$ cat src/tcm_pkg.sv
// Constants, field positions and codes for the timer channel mode block
package tcm_pkg;

  localparam int          NCH          = 8;
  localparam int          ADDR_W       = 20;
  localparam int          DATA_W       = 16;

  // Register map, 16-bit registers at 2-byte steps
  localparam logic [19:0] MODE_BASE    = 20'hf0190;
  localparam logic [19:0] MODE_LAST    = 20'hf019e;
  localparam logic [19:0] OVF_BASE     = 20'hf01a0;
  localparam logic [19:0] OVF_LAST     = 20'hf01ae;
  localparam logic [19:0] ENABLE_ADDR  = 20'hf01b0;
  localparam logic [19:0] START_ADDR   = 20'hf01b2;
  localparam logic [19:0] STOP_ADDR    = 20'hf01b4;

  localparam logic [15:0] RESET_VALUE  = 16'h0000;

  // Mode register fields
  localparam int          CKS_HI       = 15;
  localparam int          CKS_LO       = 14;
  localparam int          CCS_BIT      = 12;
  localparam int          BIT11        = 11;
  localparam int          STS_HI       = 10;
  localparam int          STS_LO       = 8;
  localparam int          CIS_HI       = 7;
  localparam int          CIS_LO       = 6;
  localparam int          MD_HI        = 3;
  localparam int          MD_LO        = 1;
  localparam int          MD0_BIT      = 0;

  // Writable bits: bits 13, 5, 4 always zero, bit 12 only where source select exists
  localparam logic [15:0] WMASK_PLAIN  = 16'hcfcf;
  localparam logic [15:0] WMASK_CCS    = 16'hd7cf;
  localparam logic [15:0] WMASK_EDGE   = 16'h00c0;

  // Channel groups
  localparam logic [7:0]  CCS_CH       = 8'ha1;
  localparam logic [7:0]  SPLIT_CH     = 8'h0a;
  localparam logic [7:0]  MASTER_CH    = 8'h54;

  // Enable status and start register layout
  localparam int          UPPER1_BIT   = 9;
  localparam int          UPPER3_BIT   = 11;
  localparam logic [15:0] ENABLE_MASK  = 16'h0aff;

  // Trigger source codes
  localparam logic [2:0]  STS_SOFT     = 3'h0;
  localparam logic [2:0]  STS_EDGE     = 3'h1;
  localparam logic [2:0]  STS_BOTH     = 3'h2;
  localparam logic [2:0]  STS_MASTER   = 3'h4;

  // Input edge codes
  localparam logic [1:0]  CIS_FALL     = 2'h0;
  localparam logic [1:0]  CIS_RISE     = 2'h1;
  localparam logic [1:0]  CIS_BOTH_LO  = 2'h2;
  localparam logic [1:0]  CIS_BOTH_HI  = 2'h3;

  // Operation clock codes
  localparam logic [1:0]  CKS_CLK0     = 2'h0;
  localparam logic [1:0]  CKS_CLK2     = 2'h1;
  localparam logic [1:0]  CKS_CLK1     = 2'h2;
  localparam logic [1:0]  CKS_CLK3     = 2'h3;

  // Operation mode codes (bits 3..1)
  localparam logic [2:0]  MD_INTERVAL  = 3'h0;
  localparam logic [2:0]  MD_CAPTURE   = 3'h2;
  localparam logic [2:0]  MD_EVENT     = 3'h3;
  localparam logic [2:0]  MD_ONECOUNT  = 3'h4;
  localparam logic [2:0]  MD_CAPONE    = 3'h6;

  localparam logic [15:0] COUNT_ZERO   = 16'h0000;
  localparam logic [15:0] COUNT_TOP    = 16'hffff;

endpackage

$ cat src/tcm_top.sv
// Eight-channel timer mode, run control and status register block
`timescale 1ns/100ps
module tcm_top (
  input  wire logic        clk,
  input  wire logic        rst_n,
  input  wire logic [19:0] cpu_addr,
  input  wire logic [15:0] cpu_wdata,
  input  wire logic        cpu_wr,
  input  wire logic        cpu_rd,
  output logic      [15:0] cpu_rdata,
  input  wire logic [7:0]  timer_input_pin,
  input  wire logic        prescaled_clock_0,
  input  wire logic        prescaled_clock_1,
  input  wire logic        prescaled_clock_2,
  input  wire logic        prescaled_clock_3,
  output logic      [7:0]  channel_interrupt,
  output logic      [7:0]  channel_timer_output
);

  typedef struct packed {
    logic [7:0][15:0] mode_cfg;
    logic [15:0]      start_pend;
    logic [15:0]      enable;
    logic [15:0]      rdata;
  } tcm_regs_t;

  tcm_regs_t st;
  tcm_regs_t next_st;

  logic [7:0] pin_rise;
  logic [7:0] pin_fall;
  logic [7:0] valid_edge;
  logic [7:0] start_trig;
  logic [7:0] capture_trig;
  logic [7:0] tick;
  logic [7:0] sw_start;
  logic [7:0] ext_sel;
  logic [7:0] ovf_flag;
  logic [7:0] irq;
  logic [7:0] tout;
  logic [7:0] mode_hit;
  logic [7:0] ovf_hit;

  // Write mask of a channel's mode register
  function automatic logic [15:0] mode_wmask(input int ch);
    if (tcm_pkg::CCS_CH[ch]) begin
      mode_wmask = tcm_pkg::WMASK_CCS;
    end else begin
      mode_wmask = tcm_pkg::WMASK_PLAIN;
    end
  endfunction

  // Master bit as seen by the hardware
  function automatic logic is_master(input int ch, input logic [15:0] cfg);
    if (ch == 0) begin
      is_master = 1'b1;
    end else begin
      is_master = tcm_pkg::MASTER_CH[ch] && cfg[tcm_pkg::BIT11];
    end
  endfunction

  // Interrupt of the nearest master below a slave channel
  function automatic logic master_irq(input int ch, input logic [7:0][15:0] cfg,
                                      input logic [7:0] irqs);
    logic found;
    found      = 1'b0;
    master_irq = 1'b0;
    for (int k = 7; k >= 0; k--) begin
      if (k < ch && !found && is_master(k, cfg[k])) begin
        found      = 1'b1;
        master_irq = irqs[k];
      end
    end
  endfunction

  // Operation clock enable selected by the clock field
  function automatic logic op_clock(input int ch, input logic [1:0] cks,
                                    input logic [3:0] clks);
    case (cks)
      tcm_pkg::CKS_CLK0: op_clock = clks[0];
      tcm_pkg::CKS_CLK1: op_clock = clks[1];
      tcm_pkg::CKS_CLK2: op_clock = tcm_pkg::SPLIT_CH[ch] ? clks[2] : clks[0];
      tcm_pkg::CKS_CLK3: op_clock = tcm_pkg::SPLIT_CH[ch] ? clks[3] : clks[1];
      default:           op_clock = clks[0];
    endcase
  endfunction

  // Register address decode
  function automatic logic addr_in(input logic [19:0] a, input logic [19:0] lo,
                                   input logic [19:0] hi);
    addr_in = (a >= lo) && (a <= hi) && !a[0];
  endfunction

  genvar g;
  generate
    for (g = 0; g < tcm_pkg::NCH; g++) begin : g_ch
      tcm_insync u_sync (
        .clk   (clk),
        .rst_n (rst_n),
        .pin   (timer_input_pin[g]),
        .rise  (pin_rise[g]),
        .fall  (pin_fall[g])
      );

      tcm_chan u_chan (
        .clk           (clk),
        .rst_n         (rst_n),
        .enabled       (st.enable[g]),
        .sw_start      (sw_start[g]),
        .ext_start_sel (ext_sel[g]),
        .mode          (st.mode_cfg[g][tcm_pkg::MD_HI:tcm_pkg::MD_LO]),
        .md0           (st.mode_cfg[g][tcm_pkg::MD0_BIT]),
        .tick          (tick[g]),
        .start_trig    (start_trig[g]),
        .capture_trig  (capture_trig[g]),
        .ovf_flag      (ovf_flag[g]),
        .irq           (irq[g]),
        .tout          (tout[g])
      );
    end
  endgenerate

  // Trigger and count-clock selection per channel
  always_comb begin
    logic [1:0]  cis;
    logic [2:0]  sts;
    logic [15:0] cfg;
    cis          = '0;
    sts          = '0;
    cfg          = '0;
    valid_edge   = '0;
    start_trig   = '0;
    capture_trig = '0;
    tick         = '0;
    ext_sel      = '0;
    for (int n = 0; n < tcm_pkg::NCH; n++) begin
      cfg = st.mode_cfg[n];
      cis = cfg[tcm_pkg::CIS_HI:tcm_pkg::CIS_LO];
      sts = cfg[tcm_pkg::STS_HI:tcm_pkg::STS_LO];
      case (cis)
        tcm_pkg::CIS_FALL: valid_edge[n] = pin_fall[n];
        tcm_pkg::CIS_RISE: valid_edge[n] = pin_rise[n];
        default:           valid_edge[n] = pin_rise[n] | pin_fall[n];
      endcase
      case (sts)
        tcm_pkg::STS_EDGE: begin
          start_trig[n]   = valid_edge[n];
          capture_trig[n] = valid_edge[n];
        end
        tcm_pkg::STS_BOTH: begin
          // Code 11 measures high width, others low width
          start_trig[n]   = (cis == tcm_pkg::CIS_BOTH_HI) ? pin_rise[n] : pin_fall[n];
          capture_trig[n] = (cis == tcm_pkg::CIS_BOTH_HI) ? pin_fall[n] : pin_rise[n];
        end
        tcm_pkg::STS_MASTER: begin
          start_trig[n]   = master_irq(n, st.mode_cfg, irq);
          capture_trig[n] = master_irq(n, st.mode_cfg, irq);
        end
        default: begin
          start_trig[n]   = 1'b0;
          capture_trig[n] = 1'b0;
        end
      endcase
      ext_sel[n] = (sts != tcm_pkg::STS_SOFT);
      if (tcm_pkg::CCS_CH[n] && cfg[tcm_pkg::CCS_BIT]) begin
        tick[n] = valid_edge[n];
      end else begin
        tick[n] = op_clock(n, cfg[tcm_pkg::CKS_HI:tcm_pkg::CKS_LO],
                           {prescaled_clock_3, prescaled_clock_2,
                            prescaled_clock_1, prescaled_clock_0});
      end
    end
  end

  // Pending start bits reach the channels in the cycle they take effect
  always_comb begin
    sw_start = st.start_pend[7:0];
  end

  // Address hits
  always_comb begin
    mode_hit = '0;
    ovf_hit  = '0;
    for (int n = 0; n < tcm_pkg::NCH; n++) begin
      mode_hit[n] = (cpu_addr == tcm_pkg::MODE_BASE + 20'(2 * n));
      ovf_hit[n]  = (cpu_addr == tcm_pkg::OVF_BASE + 20'(2 * n));
    end
  end

  // Register file
  always_comb begin
    logic [15:0] wmask;
    wmask   = '0;
    next_st = st;
    // Pending starts become enable bits, then clear themselves
    next_st.enable     = st.enable | st.start_pend;
    next_st.start_pend = '0;
    if (cpu_wr) begin
      for (int n = 0; n < tcm_pkg::NCH; n++) begin
        if (mode_hit[n]) begin
          wmask = mode_wmask(n);
          if (st.enable[n]) begin
            wmask = wmask & tcm_pkg::WMASK_EDGE;
          end
          next_st.mode_cfg[n] = (st.mode_cfg[n] & ~wmask) | (cpu_wdata & wmask);
        end
      end
      if (cpu_addr == tcm_pkg::START_ADDR) begin
        next_st.start_pend = cpu_wdata & tcm_pkg::ENABLE_MASK;
      end
      if (cpu_addr == tcm_pkg::STOP_ADDR) begin
        next_st.enable = next_st.enable & ~(cpu_wdata & tcm_pkg::ENABLE_MASK);
      end
    end
    if (cpu_rd) begin
      next_st.rdata = tcm_pkg::RESET_VALUE;
      for (int n = 0; n < tcm_pkg::NCH; n++) begin
        if (mode_hit[n]) begin
          next_st.rdata = st.mode_cfg[n];
        end
        if (ovf_hit[n]) begin
          next_st.rdata = {15'h0000, ovf_flag[n]};
        end
      end
      if (cpu_addr == tcm_pkg::ENABLE_ADDR) begin
        next_st.rdata = st.enable;
      end
      // Start and stop registers read as zero
      if (cpu_addr == tcm_pkg::START_ADDR || cpu_addr == tcm_pkg::STOP_ADDR) begin
        next_st.rdata = tcm_pkg::RESET_VALUE;
      end
    end
  end

  always_ff @(posedge clk) begin
    if (!rst_n) begin
      st <= '0;
    end else begin
      st <= next_st;
    end
  end

  assign cpu_rdata            = st.rdata;
  assign channel_interrupt    = irq;
  assign channel_timer_output = tout;

endmodule

$ cat src/tcm_insync.sv
// Three-stage input synchroniser with agreed-level edge detection
`timescale 1ns/100ps
module tcm_insync (
  input  wire logic clk,
  input  wire logic rst_n,
  input  wire logic pin,
  output logic      rise,
  output logic      fall
);

  typedef struct packed {
    logic s1;
    logic s2;
    logic s3;
    logic level;
    logic rise;
    logic fall;
  } tcm_sync_t;

  tcm_sync_t st;
  tcm_sync_t next_st;

  always_comb begin
    next_st      = st;
    next_st.s1   = pin;
    next_st.s2   = st.s1;
    next_st.s3   = st.s2;
    next_st.rise = 1'b0;
    next_st.fall = 1'b0;
    // Level moves only once stages two and three agree
    if (st.s2 == st.s3 && st.s3 != st.level) begin
      next_st.level = st.s3;
      next_st.rise  = st.s3;
      next_st.fall  = ~st.s3;
    end
  end

  always_ff @(posedge clk) begin
    if (!rst_n) begin
      st <= '0;
    end else begin
      st <= next_st;
    end
  end

  assign rise = st.rise;
  assign fall = st.fall;

endmodule

$ cat src/tcm_chan.sv
// One channel counter with start, capture and overflow handling
`timescale 1ns/100ps
module tcm_chan (
  input  wire logic       clk,
  input  wire logic       rst_n,
  input  wire logic       enabled,
  input  wire logic       sw_start,
  input  wire logic       ext_start_sel,
  input  wire logic [2:0] mode,
  input  wire logic       md0,
  input  wire logic       tick,
  input  wire logic       start_trig,
  input  wire logic       capture_trig,
  output logic            ovf_flag,
  output logic            irq,
  output logic            tout
);

  typedef enum logic [1:0] {CH_IDLE, CH_ARMED, CH_COUNT} tcm_chst_t;

  typedef struct packed {
    tcm_chst_t   state;
    logic [15:0] count;
    logic        ovf_pend;
    logic        ovf;
    logic        irq;
    logic        tout;
  } tcm_ch_t;

  tcm_ch_t st;
  tcm_ch_t next_st;
  logic    count_up;
  logic    one_shot;
  logic    begin_cnt;

  always_comb begin
    count_up  = (mode == tcm_pkg::MD_CAPTURE) || (mode == tcm_pkg::MD_CAPONE);
    one_shot  = (mode == tcm_pkg::MD_ONECOUNT) || (mode == tcm_pkg::MD_CAPONE);
    begin_cnt = 1'b0;
    next_st     = st;
    next_st.irq = 1'b0;
    case (st.state)
      CH_IDLE: begin
        if (sw_start) begin
          if (one_shot && ext_start_sel) begin
            next_st.state = CH_ARMED;
          end else begin
            begin_cnt = 1'b1;
          end
        end
      end
      CH_ARMED: begin
        if (!enabled) begin
          next_st.state = CH_IDLE;
        end else if (start_trig || sw_start) begin
          begin_cnt = 1'b1;
        end
      end
      CH_COUNT: begin
        if (!enabled) begin
          next_st.state = CH_IDLE;
        end else if ((start_trig || sw_start) && mode == tcm_pkg::MD_ONECOUNT && md0) begin
          next_st.count = tcm_pkg::COUNT_TOP;
        end else if (capture_trig && count_up) begin
          next_st.ovf      = st.ovf_pend || (tick && st.count == tcm_pkg::COUNT_TOP);
          next_st.ovf_pend = 1'b0;
          next_st.count    = tcm_pkg::COUNT_ZERO;
          next_st.irq      = 1'b1;
          if (mode == tcm_pkg::MD_CAPONE) begin
            next_st.state = CH_ARMED;
          end
        end else if (tick) begin
          if (count_up) begin
            next_st.count = st.count + 16'h0001;
            if (st.count == tcm_pkg::COUNT_TOP) begin
              next_st.ovf_pend = 1'b1;
            end
          end else if (st.count == tcm_pkg::COUNT_ZERO) begin
            next_st.irq   = 1'b1;
            next_st.tout  = ~st.tout;
            next_st.count = tcm_pkg::COUNT_TOP;
            if (mode == tcm_pkg::MD_ONECOUNT) begin
              next_st.state = CH_ARMED;
            end
          end else begin
            next_st.count = st.count - 16'h0001;
          end
        end
      end
      default: begin
        next_st.state = CH_IDLE;
      end
    endcase
    if (begin_cnt) begin
      next_st.state    = CH_COUNT;
      next_st.count    = count_up ? tcm_pkg::COUNT_ZERO : tcm_pkg::COUNT_TOP;
      next_st.ovf_pend = 1'b0;
      // Start-time event only in interval and capture modes
      if (md0 && (mode == tcm_pkg::MD_INTERVAL || mode == tcm_pkg::MD_CAPTURE)) begin
        next_st.irq  = 1'b1;
        next_st.tout = ~st.tout;
      end
    end
  end

  always_ff @(posedge clk) begin
    if (!rst_n) begin
      st <= '{state: CH_IDLE, default: '0};
    end else begin
      st <= next_st;
    end
  end

  assign ovf_flag = st.ovf;
  assign irq      = st.irq;
  assign tout     = st.tout;

endmodule

$ cat config.mk
export PLATFORM = sky130hd
export DESIGN_NAME = tcm_top
export DESIGN_NICKNAME = d
export VERILOG_FILES = /design/src/tcm_pkg.sv /design/src/tcm_top.sv /design/src/tcm_insync.sv /design/src/tcm_chan.sv
export SDC_FILE = /design/constraint.sdc
export NUM_CORES = 1
export LEC_CHECK = 0
export BUFFER_PORTS_ARGS = -buffer_cell sky130_fd_sc_hd__buf_2
export CAP_MARGIN = 5
export CELL_PAD_IN_SITES_DETAIL_PLACEMENT = 1
export CELL_PAD_IN_SITES_GLOBAL_PLACEMENT = 1
export CORE_MARGIN = 2
export CORE_UTILIZATION = 42
export DETAILED_ROUTE_END_ITERATION = 8
export GPL_TIMING_DRIVEN = 0
export HOLD_SLACK_MARGIN = 0.02
export PLACE_DENSITY = 0.75
export RECOVER_POWER = 100
export SLEW_MARGIN = 20
export SYNTH_ARGS = -nofsm -noshare
export SYNTH_HDL_FRONTEND = slang
export SYNTH_SLANG_ARGS = --single-unit
$ cat constraint.sdc
create_clock -name clk -period 2.86 [get_ports clk]
set_clock_uncertainty 0.05 [all_clocks]
set_input_delay 0.572 -clock clk [delete_from_list [all_inputs] [get_ports clk]]
set_output_delay 0.572 -clock clk [all_outputs]
set_load 0.1 [all_outputs]
==> metrics.md <==
| Metric | Value |
|---|---|
| Reg area | 7120 µm² |
| R2R setup slack | 0.05 ns |
| FP Rows | 84 |
| Yosys cell types | 95 |
| Final RePlAce weighted congestion | around 0.99 |
| RR Endpoint | g_ch[2].u_chan.tout |
| Initial antenna violation count | 6 |
| Mapped Cells | 3003 |
| Die Width | 236 µm |
| Core area | 52800 µm² |
| Dpl ws | -1.24 ns |
| Commonest non-fill, non-tap cells in the layout | 346 x dfxtp_1, 319 x nand2_1, 259 x a21oi_1 |
| Syn_nets | between 3000 and 4000 |
| Post-placement cell count | 3760 |
| Fillers | 6591 |
| Overall power | 11.4 mW |
| Multi-input gate area | 14800 µm² |
| Worst-skew pair later-pin latency | 0.60 ns |
| Seq/Total Area, Yosys | approximately a third |
| Number of synthesized flops with an enable pin | 0 |
| WL met2 | 43000 µm |
| Maxcap violations | 0 |
| Final std cells w/o fill | 3869 |
| Post-layout util | 50.0% |
| Net Sw Frac | between 20 and 25% |
| Fmax | between 300 and 400 MHz |
| CP Class | in -> reg |
| Maximum VDD drop | ~450 µV |
| CTS Buf Count | 45 |
| YS warnings | 0 |
| DR DRC count | 0 |
| Post-DP Area | 23800 µm² |
| Crit. End Element | flop |
| Crit path launch type | input port |
| Crit path DAT | 3.24 ns |
| Total negative slack | -0.00305 ns |
| Failing checks | negative setup slack |
| Seq cells post-synth | between 300 and 400 |
| CTS root buf | clkbuf_16 |
| Switching power | 2.79 mW |
| Complex-gate fraction of the synthesized area | a little under a third |
| Finished Cell Area | 26400 µm² |
| DR WL met3 | 7610 µm |
| Largest net degree at the start of global routing | 14 |
| Final WS setup | -0.00305 ns |
| Worst r2r path cells | 8 |
| Worst slew margin | 15.8% |
| Vias in the first global route | about 25000 |
| Simple-gate area share of the yosys netlist | a little over a quarter |
| IO Count | 84 |
| Initial Utilization | 42.7% |
| Area delta synth->final | 17.0% |
| Clock slew at reported path FFs | approximately 0.06 ns |
| Post-synthesis xor/xnor area fraction | under 10% |
| Multiplexer area fraction after synthesis | about 1.6% |
| Share of layout cells above drive strength 1 | 14.8% |
| Tmin final | 2.86 ns |
| DP HPWL | 67900 µm |
| Met1 wire length | 41300 µm |
| Highest Signal Layer | met5 |
| Slew @ Worst Pin | about 1.3 ns |
| Internal power | 8.62 mW |
| Final Cycle Share | 100% |
| Drt initial violations | between 2000 and 3000 |
| # setup viols final | 1 |
| Cell Pwr Density | 433 nW/µm² |
| Drt first pass iters | 9 |
| Hold_sp | timer_input_pin[3] |
| Critical R2R Launch | g_ch[2].u_chan.st[4] |
| Final Hold Fails | 0 |
| Hold Path End | g_ch[3].u_sync.next_st[4] |
| Worst-path maximum fanout | 10 |
| Post-synthesis adder-cell area fraction | 0.889% |
| Largest family of logic cells by synthesized area | compound AO/OA/AOI/OAI gates |
| Area of the mapped netlist | 22500 µm² |
| Hold_ws | 0.136 ns |
| Total grt overflow | 0 |
| Die height | roughly 240 µm |
| H-tree depth | 2 |
| Via/cell ratio | around 6.6 |
| Max-slew violation count | 0 |
| Worst min-delay path class | in -> reg |
| Sequential fraction of design power | 43.5% |
| FFs w/ async S/R, synth | 0% |
| Nets | ~3200 |
| Die area | 55500 µm² |
| Status | finished with violations |
| First-pass GRT wire length | 147000 µm |
| Syn avg cell area | 7.50 µm² |
| Logic pwr share | 3.8% |
| DR WL/cell | 24.7 µm |
| P_leak | slightly below 10 nW |
| Antenna Nets Post-Route | 0 |
| CTS tree | yes |
| Total Routing Usage GR | about a third |
| Clock buffer depth | 3 |
| Most common cell after layout, fill and taps aside | dfxtp_1 |
| CP required | 3.24 ns |
| Clock power share | a little over half |
| Worst Hold Depth | 2 |
| Via count | approximately 25000 |
| Clock tree sinks | 355 |
| Port-buffer cells | 67 |
| Final WL | 95700 µm |
| Ys flop type | dfxtp_1 |
## routing by layer
metal  up-vias  track usage, %
li1      11500               -
met1     12700            44.2
met3       217            5.80
met4         2            13.2
met5         -               0
met2      1024            52.6
## synth_stat cells (27+ instances only)
library cell	count	area, µm²
nor2_1	205	769
o21ai_0	213	1070
nand2b_1	43	269
xor2_1	28	245
a31oi_1	53	332
nor4_1	46	288
nand3_1	132	661
nor3_1	113	566
inv_1	71	267
o31ai_1	27	203
dfxtp_1	355	7110
clkbuf_1	215	807
nor2b_1	35	219
and3_1	37	231
a21oi_1	266	1330
nand4_1	34	213
or3_1	29	181
nand2_1	323	1210
o221a_2	40	450
xnor2_1	43	377
buf_4	32	240
and2_1	56	350
## kinds of logic after synthesis
kind of cell	Yosys count
AND/OR/NAND/NOR	1173
AO/OA/AOI/OAI	1017
flip-flops	355
buffers and inverters	340
XOR/XNOR	71
multiplexers	30
adder cells (fa/ha/maj)	16
other	1
## layout make-up
cell class,instances,share of cell area [%]
diodes,5,0.0475
clock buffers,61,4.84
well taps,688,3.27
plain buffers,248,4.27
clock inverters,19,0.912
repair buffers,113,2.49
flip-flops and latches,355,27.0
multi-input cells,2308,56.1
inverters,72,1.03
## repair_timing
item / CTS / global route
hold buffers: 0 / 0
resized for setup: 115 / 100
buffers inserted: 23 / 20
pin swaps: 17 / 21
cloned: 0 / 1
setup endpoints to repair: 275 / 219
## critical path: stages
cell and delay [ns]:
buf_2 0.29, clkbuf_2 0.54, clkbuf_2 0.52, buf_1 0.67, nand2_1 0.12, nor3_1 0.50
## power groups by stage
| stage | clock, mW | combinational (mW) | sequential (mW) |
|---|---|---|---|
| floorplan | 0 | 0.185 | 5.08 |
| global placement | 0 | 0.394 | 5.08 |
| detailed placement | 0 | 0.401 | 5.08 |
| CTS | 6.09 | 0.410 | 4.97 |
| global route | 6.28 | 0.445 | 4.97 |
| finish | 6.01 | 0.433 | 4.97 |
## worst max path at each step
stage	startpoint	end	slack, ns	depth (start not counted)
after floorplan	g_ch[2].u_chan.st[5]	g_ch[2].u_chan.tout	0.009	9
after global placement	cpu_addr[6]	st[17]	-1.29	7
after detailed placement	cpu_addr[11]	cpu_rdata[14]	-1.24	9
after CTS	g_ch[2].u_chan.st[4]	g_ch[2].u_chan.tout	-0.04	8
after global routing	cpu_addr[11]	cpu_rdata[15]	-0.04	10
final	rst_n	g_ch[7].u_sync.fall	-0.003	6
Power figures use the tool's default switching activity.
